**src/include/tpwm_map.svh**
```systemverilog
/*
 * Register offsets, field positions, reset values and count limits
 * of the timer block. Assumes an 8-bit register port, byte offsets.
 */
`ifndef TPWM_MAP_SVH
`define TPWM_MAP_SVH

// =====================================================================
// Offsets
`define TPWM_TIMER_STATUS_CONTROL 8'h00
`define TPWM_COUNTER_HIGH         8'h01
`define TPWM_COUNTER_LOW          8'h02
`define TPWM_MODULUS_HIGH         8'h03
`define TPWM_MODULUS_LOW          8'h04
`define TPWM_CH_BASE              8'h05
`define TPWM_CH_STRIDE            8'h03
`define TPWM_CH_SC                2'h0
`define TPWM_CH_VH                2'h1
`define TPWM_CH_VL                2'h2

// =====================================================================
// Field positions
`define TPWM_SC_FLAG   7
`define TPWM_SC_IE     6
`define TPWM_SC_CENTRE_ALIGNED_SELECT  5

// =====================================================================
// Values
`define TPWM_CLK_OFF   2'h0
`define TPWM_CLK_BUS   2'h1
`define TPWM_CLK_FIXED 2'h2
`define TPWM_CLK_EXT   2'h3
`define TPWM_RESET_16  16'h0000
`define TPWM_MAX_16    16'hFFFF
`define TPWM_PRE_MAX   3'h7

`endif

```
**src/include/tpwm_pkg.sv**
```systemverilog
/*
 * Types of the timer block. Assumes tpwm_map.svh for constants.
 */
package tpwm_pkg;

    typedef enum logic [1:0]
    {
        TPWM_IC   = 2'h0,
        TPWM_OC   = 2'h1,
        TPWM_EPWM = 2'h3
    } tpwm_mode_type;

    typedef struct packed
    {
        logic       flag;
        logic       ie;
        logic [1:0] mode;
        logic [1:0] els;
        logic [15:0] value;
        logic [15:0] wbuf;
        logic       got_hi;
        logic       got_lo;
        logic       pend;
        logic       rd_latched;
        logic [7:0] rd_buf;
        logic       flag_armed;
        logic       pin_sync;
        logic       pin_prev;
        logic       out;
    } tpwm_chan_type;

    typedef struct packed
    {
        logic [7:0] addr;
        logic [7:0] wdata;
        logic       wr;
        logic       rd;
    } tpwm_bus_type;

endpackage

```
**src/tpwm_timer.sv**
```systemverilog
/*
 * Timer with capture, compare and edge-aligned PWM channels.
 * Assumes an 8-bit CPU port on the bus clock, timer pins synchronous
 * except the external clock, which goes through a two-stage synchroniser.
 */
`timescale 1ns/1ps
`include "tpwm_map.svh"

// Summary of operation
// Select 10 fixed clock, 11 external clock
// External clock synchronised, at most bus quarter
// Free-running wraps FFFF to 0, sets flag
// Modulus to zero transition sets flag
// Centre mode flag at modulus turn down
// Overflow interrupt level while flag and enable
// Up counter zero to terminal then zero
// Centre mode up then down, single endpoints
// Counter write clears counter and read latch
// Mode bits choose channel function
// Active edge captures counter into value
// Capture value bytes ignore writes
// Byte read freezes other; control write clears
// Capture sets channel flag, optional interrupt
// Debug: capture latches frozen counter
// Compare match sets, clears or toggles pin
// Compare value applies after both bytes
// Compare match sets channel flag
// PWM period is modulus plus one
// Overflow drives high, compare low; inverted
// Zero gives 0 percent, above modulus 100
// PWM buffer loads at terminal minus one
// Select 00 stops, 01 bus; no side effect
// Edge bits 00 release pin; edge meaning
// Flag clears by read then zero write
// Reset clears control and channel bits
// Channel count is a parameter
module tpwm_timer
#(
    parameter int NCH = 2
)
(
    input  wire logic               i_sys_clk,   // Bus clock
    input  wire logic               i_rst,       // Sync reset, high
    input  wire logic               i_ce,        // Clock enable
    input  wire tpwm_pkg::tpwm_bus_type i_bus,   // Register request
    output logic [7:0]              o_rdata,     // Read data
    input  wire logic               i_fixed_tick,// Fixed clock pulse
    input  wire logic               i_ext_clk,   // External clock pin
    input  wire logic               i_debug,     // Debug mode active
    input  wire logic [NCH-1:0]     i_ch_pin,    // Channel pins in
    output logic [NCH-1:0]          o_ch_pin,    // Channel pins out
    output logic [NCH-1:0]          o_ch_oe,     // Channel pin enables
    output logic                    o_ovf_irq,   // Overflow interrupt
    output logic [NCH-1:0]          o_ch_irq     // Channel interrupts
);
    import tpwm_pkg::*;

    typedef struct packed
    {
        logic              flag;
        logic              flag_armed;
        logic              ie;
        logic              centre_aligned_select;
        logic [1:0]        clk_sel;
        logic [2:0]        pre;
        logic [2:0]        pre_cnt;
        logic [15:0]       cnt;
        logic              down;
        logic [15:0]       modulus;
        logic [15:0]       mod_buf;
        logic              mod_hi;
        logic              mod_lo;
        logic              cnt_latched;
        logic [7:0]        cnt_buf;
        logic [2:0]        ext_sync;
        logic [7:0]        rdata;
        tpwm_chan_type [NCH-1:0] ch;
    } tpwm_state_type;

    tpwm_state_type st;
    tpwm_state_type next_st;

    // =================================================================
    // Helpers
    function automatic logic [7:0] ch_off(input int n, input logic [1:0] r);
        ch_off = 8'(`TPWM_CH_BASE + n * `TPWM_CH_STRIDE + int'(r));
    endfunction

    function automatic logic [7:0] sc_byte(input tpwm_chan_type c);
        sc_byte = {c.flag, c.ie, c.mode, c.els, 2'h0};
    endfunction

    logic        src_tick;
    logic        tick;
    logic [15:0] term;
    logic        wrap;
    logic [15:0] cnt_next;

    always_comb
    begin
        // Sync stage 0 only feeds stage 1; edge taken from stages 1,2
        case (st.clk_sel)
            `TPWM_CLK_BUS:   src_tick = 1'b1;
            `TPWM_CLK_FIXED: src_tick = i_fixed_tick;
            `TPWM_CLK_EXT:   src_tick = st.ext_sync[1] & ~st.ext_sync[2];
            default:         src_tick = 1'b0;
        endcase
        tick = src_tick && (st.pre_cnt == st.pre);
        term = (st.modulus == `TPWM_RESET_16) ? `TPWM_MAX_16 : st.modulus;
        wrap = 1'b0;
        cnt_next = st.cnt - 16'h0001;
        if (!st.centre_aligned_select)
        begin
            wrap = (st.cnt == term);
            cnt_next = wrap ? `TPWM_RESET_16 : st.cnt + 16'h0001;
        end
        else if (!st.down)
        begin
            wrap = (st.cnt == term);
            cnt_next = wrap ? st.cnt - 16'h0001 : st.cnt + 16'h0001;
        end
    end

    // =================================================================
    // Next state
    always_comb
    begin
        logic [7:0] rd;
        logic       run;
        logic       edge_hit;
        logic       match;
        next_st = st;
        rd = 8'h00;
        edge_hit = 1'b0;
        match = 1'b0;
        run = tick && !i_debug;
        next_st.ext_sync = {st.ext_sync[1:0], i_ext_clk};
        if (src_tick)
            next_st.pre_cnt = (st.pre_cnt == st.pre) ? 3'h0 : st.pre_cnt + 3'h1;
        if (run)
        begin
            next_st.cnt = cnt_next;
            if (st.centre_aligned_select && wrap)
                next_st.down = 1'b1;
            if (st.centre_aligned_select && st.down && cnt_next == `TPWM_RESET_16)
                next_st.down = 1'b0;
        end

        // Register reads
        if (i_bus.rd)
        begin
            case (i_bus.addr)
                `TPWM_TIMER_STATUS_CONTROL:
                begin
                    rd = {st.flag, st.ie, st.centre_aligned_select, st.clk_sel, st.pre};
                    next_st.flag_armed = st.flag;
                end
                `TPWM_COUNTER_HIGH:
                begin
                    rd = st.cnt_latched ? st.cnt_buf : st.cnt[15:8];
                    next_st.cnt_latched = !st.cnt_latched;
                    next_st.cnt_buf = st.cnt[7:0];
                end
                `TPWM_COUNTER_LOW:
                begin
                    rd = st.cnt_latched ? st.cnt_buf : st.cnt[7:0];
                    next_st.cnt_latched = !st.cnt_latched;
                    next_st.cnt_buf = st.cnt[15:8];
                end
                `TPWM_MODULUS_HIGH: rd = st.modulus[15:8];
                `TPWM_MODULUS_LOW:  rd = st.modulus[7:0];
                default:            rd = 8'h00;
            endcase
        end

        // Register writes
        if (i_bus.wr)
        begin
            case (i_bus.addr)
                `TPWM_TIMER_STATUS_CONTROL:
                begin
                    next_st.ie = i_bus.wdata[`TPWM_SC_IE];
                    next_st.centre_aligned_select = i_bus.wdata[`TPWM_SC_CENTRE_ALIGNED_SELECT];
                    next_st.clk_sel = i_bus.wdata[4:3];
                    next_st.pre = i_bus.wdata[2:0];
                    next_st.mod_hi = 1'b0;
                    next_st.mod_lo = 1'b0;
                    if (st.flag_armed && !i_bus.wdata[`TPWM_SC_FLAG])
                        next_st.flag = 1'b0;
                    next_st.flag_armed = 1'b0;
                end
                `TPWM_COUNTER_HIGH, `TPWM_COUNTER_LOW:
                begin
                    next_st.cnt = `TPWM_RESET_16;
                    next_st.cnt_latched = 1'b0;
                    next_st.down = 1'b0;
                    next_st.pre_cnt = 3'h0;
                end
                `TPWM_MODULUS_HIGH:
                begin
                    next_st.mod_buf[15:8] = i_bus.wdata;
                    next_st.mod_hi = 1'b1;
                end
                `TPWM_MODULUS_LOW:
                begin
                    next_st.mod_buf[7:0] = i_bus.wdata;
                    next_st.mod_lo = 1'b1;
                end
                default: ;
            endcase
        end
        if (next_st.mod_hi && next_st.mod_lo)
        begin
            next_st.modulus = next_st.mod_buf;
            next_st.mod_hi = 1'b0;
            next_st.mod_lo = 1'b0;
        end
        // A new event disarms a pending clear so it is never lost
        if (run && wrap)
            {next_st.flag, next_st.flag_armed} = 2'h2;

        // Channels
        for (int n = 0; n < NCH; n++)
        begin
            next_st.ch[n].pin_sync = i_ch_pin[n];
            next_st.ch[n].pin_prev = st.ch[n].pin_sync;
            if (i_bus.rd && i_bus.addr == ch_off(n, `TPWM_CH_SC))
            begin
                rd = sc_byte(st.ch[n]);
                next_st.ch[n].flag_armed = st.ch[n].flag;
            end
            if (i_bus.rd && (i_bus.addr == ch_off(n, `TPWM_CH_VH)
                          || i_bus.addr == ch_off(n, `TPWM_CH_VL)))
            begin
                logic hi;
                hi = (i_bus.addr == ch_off(n, `TPWM_CH_VH));
                rd = st.ch[n].rd_latched ? st.ch[n].rd_buf
                   : (hi ? st.ch[n].value[15:8] : st.ch[n].value[7:0]);
                if (st.ch[n].mode == TPWM_IC && !i_debug)
                begin
                    next_st.ch[n].rd_latched = !st.ch[n].rd_latched;
                    next_st.ch[n].rd_buf =
                        hi ? st.ch[n].value[7:0] : st.ch[n].value[15:8];
                end
            end
            if (i_bus.wr && i_bus.addr == ch_off(n, `TPWM_CH_SC))
            begin
                next_st.ch[n].ie = i_bus.wdata[6];
                next_st.ch[n].mode = i_bus.wdata[5:4];
                next_st.ch[n].els = i_bus.wdata[3:2];
                next_st.ch[n].rd_latched = 1'b0;
                next_st.ch[n].got_hi = 1'b0;
                next_st.ch[n].got_lo = 1'b0;
                next_st.ch[n].pend = 1'b0;
                if (st.ch[n].flag_armed && !i_bus.wdata[7])
                    next_st.ch[n].flag = 1'b0;
                next_st.ch[n].flag_armed = 1'b0;
            end
            // Capture mode ignores value writes
            if (i_bus.wr && st.ch[n].mode != TPWM_IC)
            begin
                if (i_bus.addr == ch_off(n, `TPWM_CH_VH))
                begin
                    next_st.ch[n].wbuf[15:8] = i_bus.wdata;
                    next_st.ch[n].got_hi = 1'b1;
                end
                if (i_bus.addr == ch_off(n, `TPWM_CH_VL))
                begin
                    next_st.ch[n].wbuf[7:0] = i_bus.wdata;
                    next_st.ch[n].got_lo = 1'b1;
                end
            end
            if (next_st.ch[n].got_hi && next_st.ch[n].got_lo)
            begin
                next_st.ch[n].got_hi = 1'b0;
                next_st.ch[n].got_lo = 1'b0;
                if (st.clk_sel == `TPWM_CLK_OFF)
                    next_st.ch[n].value = next_st.ch[n].wbuf;
                else
                    next_st.ch[n].pend = 1'b1;
            end
            if (st.ch[n].pend && run && (st.ch[n].mode == TPWM_OC
                || (cnt_next == term && !st.centre_aligned_select)))
            begin
                next_st.ch[n].value = st.ch[n].wbuf;
                next_st.ch[n].pend = 1'b0;
            end

            case (st.ch[n].els)
                2'h1:    edge_hit = st.ch[n].pin_sync & ~st.ch[n].pin_prev;
                2'h2:    edge_hit = ~st.ch[n].pin_sync & st.ch[n].pin_prev;
                2'h3:    edge_hit = st.ch[n].pin_sync ^ st.ch[n].pin_prev;
                default: edge_hit = 1'b0;
            endcase
            match = run && (cnt_next == st.ch[n].value);
            if (!st.centre_aligned_select)
            begin
                case (st.ch[n].mode)
                    TPWM_IC:
                        if (edge_hit)
                        begin
                            next_st.ch[n].value = st.cnt;
                            next_st.ch[n].flag = 1'b1;
                        end
                    TPWM_OC:
                        if (match)
                        begin
                            next_st.ch[n].flag = 1'b1;
                            case (st.ch[n].els)
                                2'h1:    next_st.ch[n].out = ~st.ch[n].out;
                                2'h2:    next_st.ch[n].out = 1'b0;
                                2'h3:    next_st.ch[n].out = 1'b1;
                                default: next_st.ch[n].out = st.ch[n].out;
                            endcase
                        end
                    default:
                    begin
                        // Compare after overflow so value 0 stays idle
                        if (run && wrap)
                            next_st.ch[n].out = (st.ch[n].value != 16'h0000)
                                                ^ st.ch[n].els[0];
                        if (match && cnt_next != `TPWM_RESET_16)
                            next_st.ch[n].out = st.ch[n].els[0];
                        if (match)
                            next_st.ch[n].flag = 1'b1;
                    end
                endcase
            end
            if (!st.centre_aligned_select && ((st.ch[n].mode == TPWM_IC) ? edge_hit : match))
                next_st.ch[n].flag_armed = 1'b0;
        end
        next_st.rdata = rd;
    end

    // =================================================================
    // State register
    always_ff @(posedge i_sys_clk)
    begin
        if (i_rst)
            next_reset: st <= '0;
        else if (i_ce)
            st <= next_st;
    end

    always_comb
    begin
        o_rdata = st.rdata;
        o_ovf_irq = st.flag && st.ie;
        for (int n = 0; n < NCH; n++)
        begin
            o_ch_pin[n] = st.ch[n].out;
            o_ch_oe[n] = (st.ch[n].els != 2'h0) && (st.ch[n].mode != TPWM_IC);
            o_ch_irq[n] = st.ch[n].flag && st.ch[n].ie;
        end
    end

    // =================================================================
    // Checks
    property p_irq_level;
        @(posedge i_sys_clk) disable iff (i_rst)
        o_ovf_irq == (st.flag && st.ie);
    endproperty
    a_irq_level: assert property (p_irq_level) else $error("irq");

    property p_wrap_flag;
        @(posedge i_sys_clk) disable iff (i_rst)
        (i_ce && tick && !i_debug && !st.centre_aligned_select && wrap) |=>
            st.flag && st.cnt == `TPWM_RESET_16;
    endproperty
    a_wrap_flag: assert property (p_wrap_flag) else $error("wrap");

    property p_cnt_clear;
        @(posedge i_sys_clk) disable iff (i_rst)
        (i_ce && i_bus.wr && (i_bus.addr == `TPWM_COUNTER_HIGH
            || i_bus.addr == `TPWM_COUNTER_LOW)) |=>
            st.cnt == `TPWM_RESET_16 && !st.cnt_latched;
    endproperty
    a_cnt_clear: assert property (p_cnt_clear) else $error("cnt");

    property p_stopped;
        @(posedge i_sys_clk) disable iff (i_rst)
        (st.clk_sel == `TPWM_CLK_OFF && !i_bus.wr) |=> $stable(st.cnt);
    endproperty
    a_stopped: assert property (p_stopped) else $error("stop");

    property p_centre_turn;
        @(posedge i_sys_clk) disable iff (i_rst)
        (i_ce && tick && !i_debug && st.centre_aligned_select && !st.down && wrap
            && !i_bus.wr) |=> st.down && st.flag;
    endproperty
    a_centre_turn: assert property (p_centre_turn) else $error("cpwm");

    property p_bottom;
        @(posedge i_sys_clk) disable iff (i_rst)
        (i_ce && tick && !i_debug && st.centre_aligned_select && st.down && !i_bus.wr
            && st.cnt == 16'h0001) |=> !st.down && st.cnt == `TPWM_RESET_16;
    endproperty
    a_bottom: assert property (p_bottom) else $error("bottom");

endmodule

```
**config.mk**
```make
export PLATFORM = sky130hd
export DESIGN_NAME = tpwm_timer
export DESIGN_NICKNAME = d
export VERILOG_FILES = /design/src/include/tpwm_pkg.sv /design/src/tpwm_timer.sv
export VERILOG_INCLUDE_DIRS = /design/src /design/src/include
export SDC_FILE = /design/constraint.sdc
export NUM_CORES = 1
export LEC_CHECK = 0
export BUFFER_PORTS_ARGS = -buffer_cell sky130_fd_sc_hd__clkbuf_2
export CAP_MARGIN = 0
export CORE_ASPECT_RATIO = 2
export CORE_MARGIN = 10
export CORE_UTILIZATION = 45
export CTS_CLUSTER_SIZE = 20
export DETAILED_ROUTE_END_ITERATION = 6
export GPL_ROUTABILITY_DRIVEN = 0
export GPL_TIMING_DRIVEN = 0
export SYNTH_ARGS = -nofsm -noshare
export SYNTH_HDL_FRONTEND = slang
export SYNTH_SLANG_ARGS = --single-unit
```
**constraint.sdc**
```tcl
create_clock -name i_sys_clk -period 9.2 [get_ports i_sys_clk]
set_input_delay 1.38 -clock i_sys_clk [delete_from_list [all_inputs] [get_ports i_sys_clk]]
set_output_delay 1.38 -clock i_sys_clk [all_outputs]
set_load 0.01 [all_outputs]
```
Word level (Yosys, flattened, before mapping)
Cells that the tools add are included.

cells by class
  bitwise operators = 19
  mux-type cells = 109
  add/subtract/negate cells = 3
  reduce and logical (&&, ||, !) cells = 88
  eq/ne operators = 30

operator list
  kind                                                                  number
  16-bit two-way mux                                                    17
  8-bit two-way mux                                                     19
  16-bit == test                                                        4
  9-bit two-way mux                                                     6
  16-bit nonzero test                                                   3
  1-bit two-way mux                                                     40
  8-bit case mux with 5 select lines                                    1
  1-bit logical AND                                                     38
  18-bit two-way mux                                                    2
  8-bit by 3-bit == test with 1-bit output, second input constant       4
  16-bit logical NOT                                                    2
  29-bit two-way mux                                                    1
  8-bit by 4-bit == test with 1-bit output, second input constant       3
  2-bit nonzero test                                                    12
  20-bit two-way mux                                                    1
  19-bit two-way mux                                                    1
  9-bit case mux with 2 select lines                                    1
  3-bit AND reduction                                                   6
  17-bit two-way mux                                                    1
  16-bit by 1-bit adder with 16-bit output, second input constant       1
  8-bit by 2-bit == test with 1-bit output, second input constant       2
  16-bit by 1-bit subtractor with 16-bit output, second input constant  1
  1-bit case mux with 3 select lines                                    5
  2-bit == test, second input constant                                  6
  23 further kinds                                                      72

word-level totals
  input bits = 26
  flip-flop bits (word level) = 191
  logic and storage cells = 296
  output and inout port bits = 15

Longest topological paths before layout
  depth after elaboration = 14
  gate-level depth with buffers = 19
  mapped depth without buffers = 15

Worst setup path before layout
No wires, ideal clock.

  kind = reg2reg
  start = register st[149] in the netlist's numbering
  end = register st[100] in the netlist's numbering
  period minus slack after synthesis = 4.345 ns
  slack = 4.855 ns
  buffers on the path = 3
  cell stages (with the launch flop) = 17
  data required time = 9.070 ns
  arrival time = 4.214 ns
  library setup time = 0.130 ns
  path through = dfxtp_1 -> nor4_2 -> buf_2 -> a41oi_1 -> xnor2_1 -> nor4_1 -> nand4_1 -> a211o_1 -> mux4_2 -> nand2_1 -> mux2i_1 -> nand4_1 -> or3_1 -> buf_2 -> buf_2 -> a31oi_1 -> o22ai_1

between the ends
  cells in the longest elaborated chain, start to end = 14
  elaborated cells on any way between the ends = 15
  classes of those cells = eq/ne: 2; mux: 9; reduce/logical: 4

ends and longest elaborated chain
  element                              RTL line                              RTL
  start: declaration                   tpwm_timer.sv:80                      tpwm_state_type st;
  start signal: assignment             tpwm_timer.sv:342                     st <= next_st;
  16-bit logical NOT (no source line)  n/a
  16-bit two-way mux *                 tpwm_timer.sv:109                     term = (st.modulus == `TPWM_RESET_16) ? `TPWM_MAX_16 : st.modulus;
  16-bit == test                       tpwm_timer.sv:114, tpwm_timer.sv:119
  16-bit two-way mux                   tpwm_timer.sv:120                     cnt_next = wrap ? st.cnt - 16'h0001 : st.cnt + 16'h0001;
  16-bit two-way mux                   tpwm_timer.sv:117                     else if (!st.down)
  16-bit two-way mux                   tpwm_timer.sv:112                     if (!st.centre_aligned_select)
  16-bit == test *                     tpwm_timer.sv:283                     || (cnt_next == term && !st.centre_aligned_select)))
  1-bit logical AND *                  tpwm_timer.sv:283
  1-bit logical OR *                   tpwm_timer.sv:283
  1-bit logical AND *                  tpwm_timer.sv:282                     if (st.ch[n].pend && run && (st.ch[n].mode == TPWM_OC
  16-bit two-way mux *                 tpwm_timer.sv:282
  16-bit two-way mux                   tpwm_timer.sv:300                     if (edge_hit)
  16-bit two-way mux                   tpwm_timer.sv:298                     case (st.ch[n].mode)
  16-bit two-way mux *                 tpwm_timer.sv:296                     if (!st.centre_aligned_select)

Mark *: on every way between the ends. The rest lies on a longest branch, timed or not.
A chain may end at the register's enable or synchronous reset.

Worst setup path after layout
  start = register st[171] in the netlist's numbering
  end = register st[87] in the netlist's numbering

between the ends
  cells in the longest elaborated chain, start to end = 12
  elaborated cells on any way between the ends = 15
  classes of those cells = add/sub: 2; eq/ne: 2; mux: 8; reduce/logical: 3

ends and longest elaborated chain
  element                                                                 RTL line
  16-bit by 1-bit adder with 16-bit output, or another cell as far along  tpwm_timer.sv:115, tpwm_timer.sv:120
  16-bit two-way mux                                                      tpwm_timer.sv:120
  16-bit two-way mux                                                      tpwm_timer.sv:117
  16-bit two-way mux *                                                    tpwm_timer.sv:112
  16-bit == test *                                                        tpwm_timer.sv:283
  1-bit logical AND *                                                     tpwm_timer.sv:283
  1-bit logical OR *                                                      tpwm_timer.sv:283
  1-bit logical AND *                                                     tpwm_timer.sv:282
  16-bit two-way mux *                                                    tpwm_timer.sv:282
  16-bit two-way mux                                                      tpwm_timer.sv:300
  16-bit two-way mux                                                      tpwm_timer.sv:298
  16-bit two-way mux *                                                    tpwm_timer.sv:296

Marks and branches as above.

==> impl_metrics.yaml <==
worst_setup_path:
  max_stage_delay_ps: 1060
  crit_fanout: 10
  worstSetupPathType: "reg2reg"
  cp_common_cell: "nand4_1"
  cp.required_ps: 9540
  crit_arrival_ps: 6990
  reg2reg_depth: 16
  crit_chain: "clkbuf_1, inv_1, nor4_1, nand2_1, xor2_1, o32ai_1, a22oi_1, o221a_2, nand4_1, nor4b_2, nand4_1, or3_1, buf_2, buf_6, a31oi_1, o22ai_1"
  worstSetupStartpointType: "flop"
  cp_slowest_cell: "nor4_1"
  end_kind: "flop"
placement:
  hpwl_mm: 46.34
  port_buffers: 34
power:
  leakagePower_nw: 4.924
  peakVddDrop_mv: 0.1360
  power.total_w: 0.001702
  powerDensity_mw_per_mm2: 122.6
synthesis:
  synth_cell_types: 82
  synthFlopType: "dfxtp_1"
  synth_edf_count: 0
  synthXorXnorAreaFrac: 0.04771
  netlist_area_mm2: 0.01267
  muxShareOfSynthArea: 0.06796
  ys_ff_latch: 191
  synth_fp_nets: 1687
  yosys_warnings: 0
  synth_compound_area_frac: 0.2590
  syn_area_per_cell_um2: 7.704
  ys_seq_area_frac: 0.3019
  synth-simple-area-share: 0.2459
  async_flop_share: 0
  synth_cells: 1644
  synth_adder_area_share: 0.01679
  synth_top_family_by_area: "compound AO/OA/AOI/OAI gates"
timing:
  rsz0062_at_grt: "false"
  finalClockSkew_ps: 14.55
  final-max-slew-violation-count: 0
  tightest_slew_ps: 1283
  hold_viol: 0
  setup_viol: 0
  setup_tns_ps: 0
  max_slew_margin: 0.1380
  period_needed_ps: 6647
  fin_crit_sh: 0.7225
  fmax_mhz: 150.4
global_routing:
  grt_usage: 0.3402
  grt_start_max_net_pins: 19
  antenna_found_initial: 1
  grt_pass1_vias: 13655
  grt_pass1_wl_mm: 91.36
  grt_overflow: 0
status:
  violations: "DRC"
  status: "complete, but fails checks"
final_layout:
  area_growth_pct: 9.602
  layout_commonest_cell: "dfxtp_1"
  final_cell_mix: "dfxtp_1, nor2_1, a21oi_1"
  num-fill-cells: 2759
  drive_above_1_share: 0.07782
  nNetsFinal: 1740
  n_antenna_cell: 0
drt:
  first_pass_iters: 7
  drcViolationCount: 7
  wl_per_cell_um: 31.03
  avgViaCountPerCell: 7.053
  dr.first_iter.drc_count: 2228
  routed_wl_mm: 63.96
  antenna_left: 0
  dr_total_vias: 14537
flow_run:
  drv_cap: 0
die:
  die_x_um: 138.6
  initial_utilization: 0.4580
  dieArea_mm2: 0.03566
  core-area_mm2: 0.02765
  num_io_pins: 41
  die_h_um: 257.3
  rows: 86
clocking:
  clkLatencyLatePin_ps: 480
  cts_buffer_depth: 2
  hold_buffers: 0
  cts_sinks: 191
  cts_root_buf: "clkbuf_16"
  cts_resized: 0
  h-tree-depth: 4
  cts_tree: "built"
  cts-buffers-inserted: 17
  path_clk_slew_ps: 80
  post_cts_buffers: 0
hold_path:
  hold_class: "reg2reg"
  holdPathStages: 2
## Yosys cell counts (all sizes together) (4+ instances only)
library cell / instances / area (um^2)
a41oi: 18 / 157.7
o22ai: 73 / 456.7
nor2: 190 / 723.2
o31ai: 6 / 58.81
a21oi: 120 / 600.6
and4: 5 / 43.79
nand2b: 56 / 350.3
or4: 5 / 37.54
o21ai: 38 / 205.2
inv: 22 / 82.58
a32oi: 4 / 35.03
nor2b: 28 / 175.2
buf: 41 / 240.2
xor2: 19 / 166.4
or3: 10 / 62.56
nor4: 34 / 237.7
clkbuf: 117 / 439.2
nand3b: 4 / 30.03
a31o: 17 / 148.9
ha: 17 / 212.7
o221ai: 8 / 70.07
a311oi: 21 / 183.9
a22oi: 36 / 270.3
a21o: 5 / 37.54
or2: 10 / 62.56
xnor2: 50 / 437.9
nand4: 22 / 137.6
o211ai: 10 / 75.07
nand3: 86 / 430.4
a211oi: 41 / 312.8
nor3: 27 / 135.1
a2111oi: 4 / 53.81
and2: 13 / 81.33
and3: 10 / 62.56
dfxtp: 191 / 3824
nor3b: 6 / 45.04
nand2: 111 / 419.2
mux2i: 77 / 770.7
a222oi: 10 / 100.1
a31oi: 35 / 219.0
## layer usage
layer / vias to the layer above / global-route usage / share of wire
li1: 6209 / - / -
met5: - / 0 / 0
met3: 412 / 0.08134 / 0.10
met1: 6818 / 0.3487 / 0.33
met2: 1098 / 0.5684 / 0.46
met4: 0 / 0.2966 / 0.11
## critical path, delay by kind of cell (launching register included)
family                 cells  cell delay, ps
AND/OR/NAND/NOR            6            2590
buffers and inverters      4            1640
AO/OA/AOI/OAI              5            1090
XOR/XNOR                   1             760
flip-flops                 1             400
## sequential cells by signal, indices dropped and copies added, names as in the netlist
register / flops
next_st: 4
st: 177
o_ch_pin: 2
o_rdata: 8
## worst paths after layout
path,startpoint,end,slack [ps]
setup / recovery,st[171]$_SDFFE_PP0P_,st[87]$_SDFFE_PP0P_,2550
hold / removal,st[26]$_SDFFE_PP0P_,st[26]$_SDFFE_PP0P_,460
setup reg to reg,st[171]$_SDFFE_PP0P_,st[87]$_SDFFE_PP0P_,2550
hold reg to reg,st[26]$_SDFFE_PP0P_,st[26]$_SDFFE_PP0P_,460
## logic make-up (layout without fill, tap and decap cells)
| family | after synthesis | count (layout) |
|---|---|---|
| compound gates | 478 | 478 |
| xor+xnor | 69 | 69 |
| fa+ha+maj | 17 | 17 |
| buf+inv | 182 | 247 |
| flops | 191 | 191 |
| mux | 82 | 82 |
| simple gates | 625 | 625 |
## area by class of cell
| cell class | instances | area [um^2] | area share |
|---|---|---|---|
| Multi-Input combinational cell | 1271 | 8098 | 0.5833 |
| Sequential cell | 191 | 3824 | 0.2754 |
| Buffer | 158 | 679.4 | 0.04894 |
| Tap cell | 352 | 440.4 | 0.03173 |
| Clock buffer | 17 | 425.4 | 0.03064 |
| Timing Repair Buffer | 34 | 170.2 | 0.01226 |
| Clock inverter | 14 | 155.1 | 0.01118 |
| Inverter | 24 | 90.09 | 0.006489 |
## stage by stage
step	setup WS [ps]	utilization	instances	instance area [um^2]	hold WS, ps
CTS	2988	0.5018	2061	13880	459.8
detailed placement	3077	0.4808	2030	13300	449.3
global placement	3148	0.4801	2030	13280	448.4
global route	2521	0.5020	2061	13880	478.5
finish	2553	0.5020	2061	13880	457.2
floorplan	4855	-	1644	12670	435.8
## report_power, final
part	total, W	internal [W]	switching, W
logic	0.000103	0.0000218	0.0000808
registers	0.000832	0.000829	0.00000244
clock network	0.000768	0.000383	0.000385
total	0.00170	0.00123	0.000468
No activity file was read; power rests on OpenSTA's default activity.
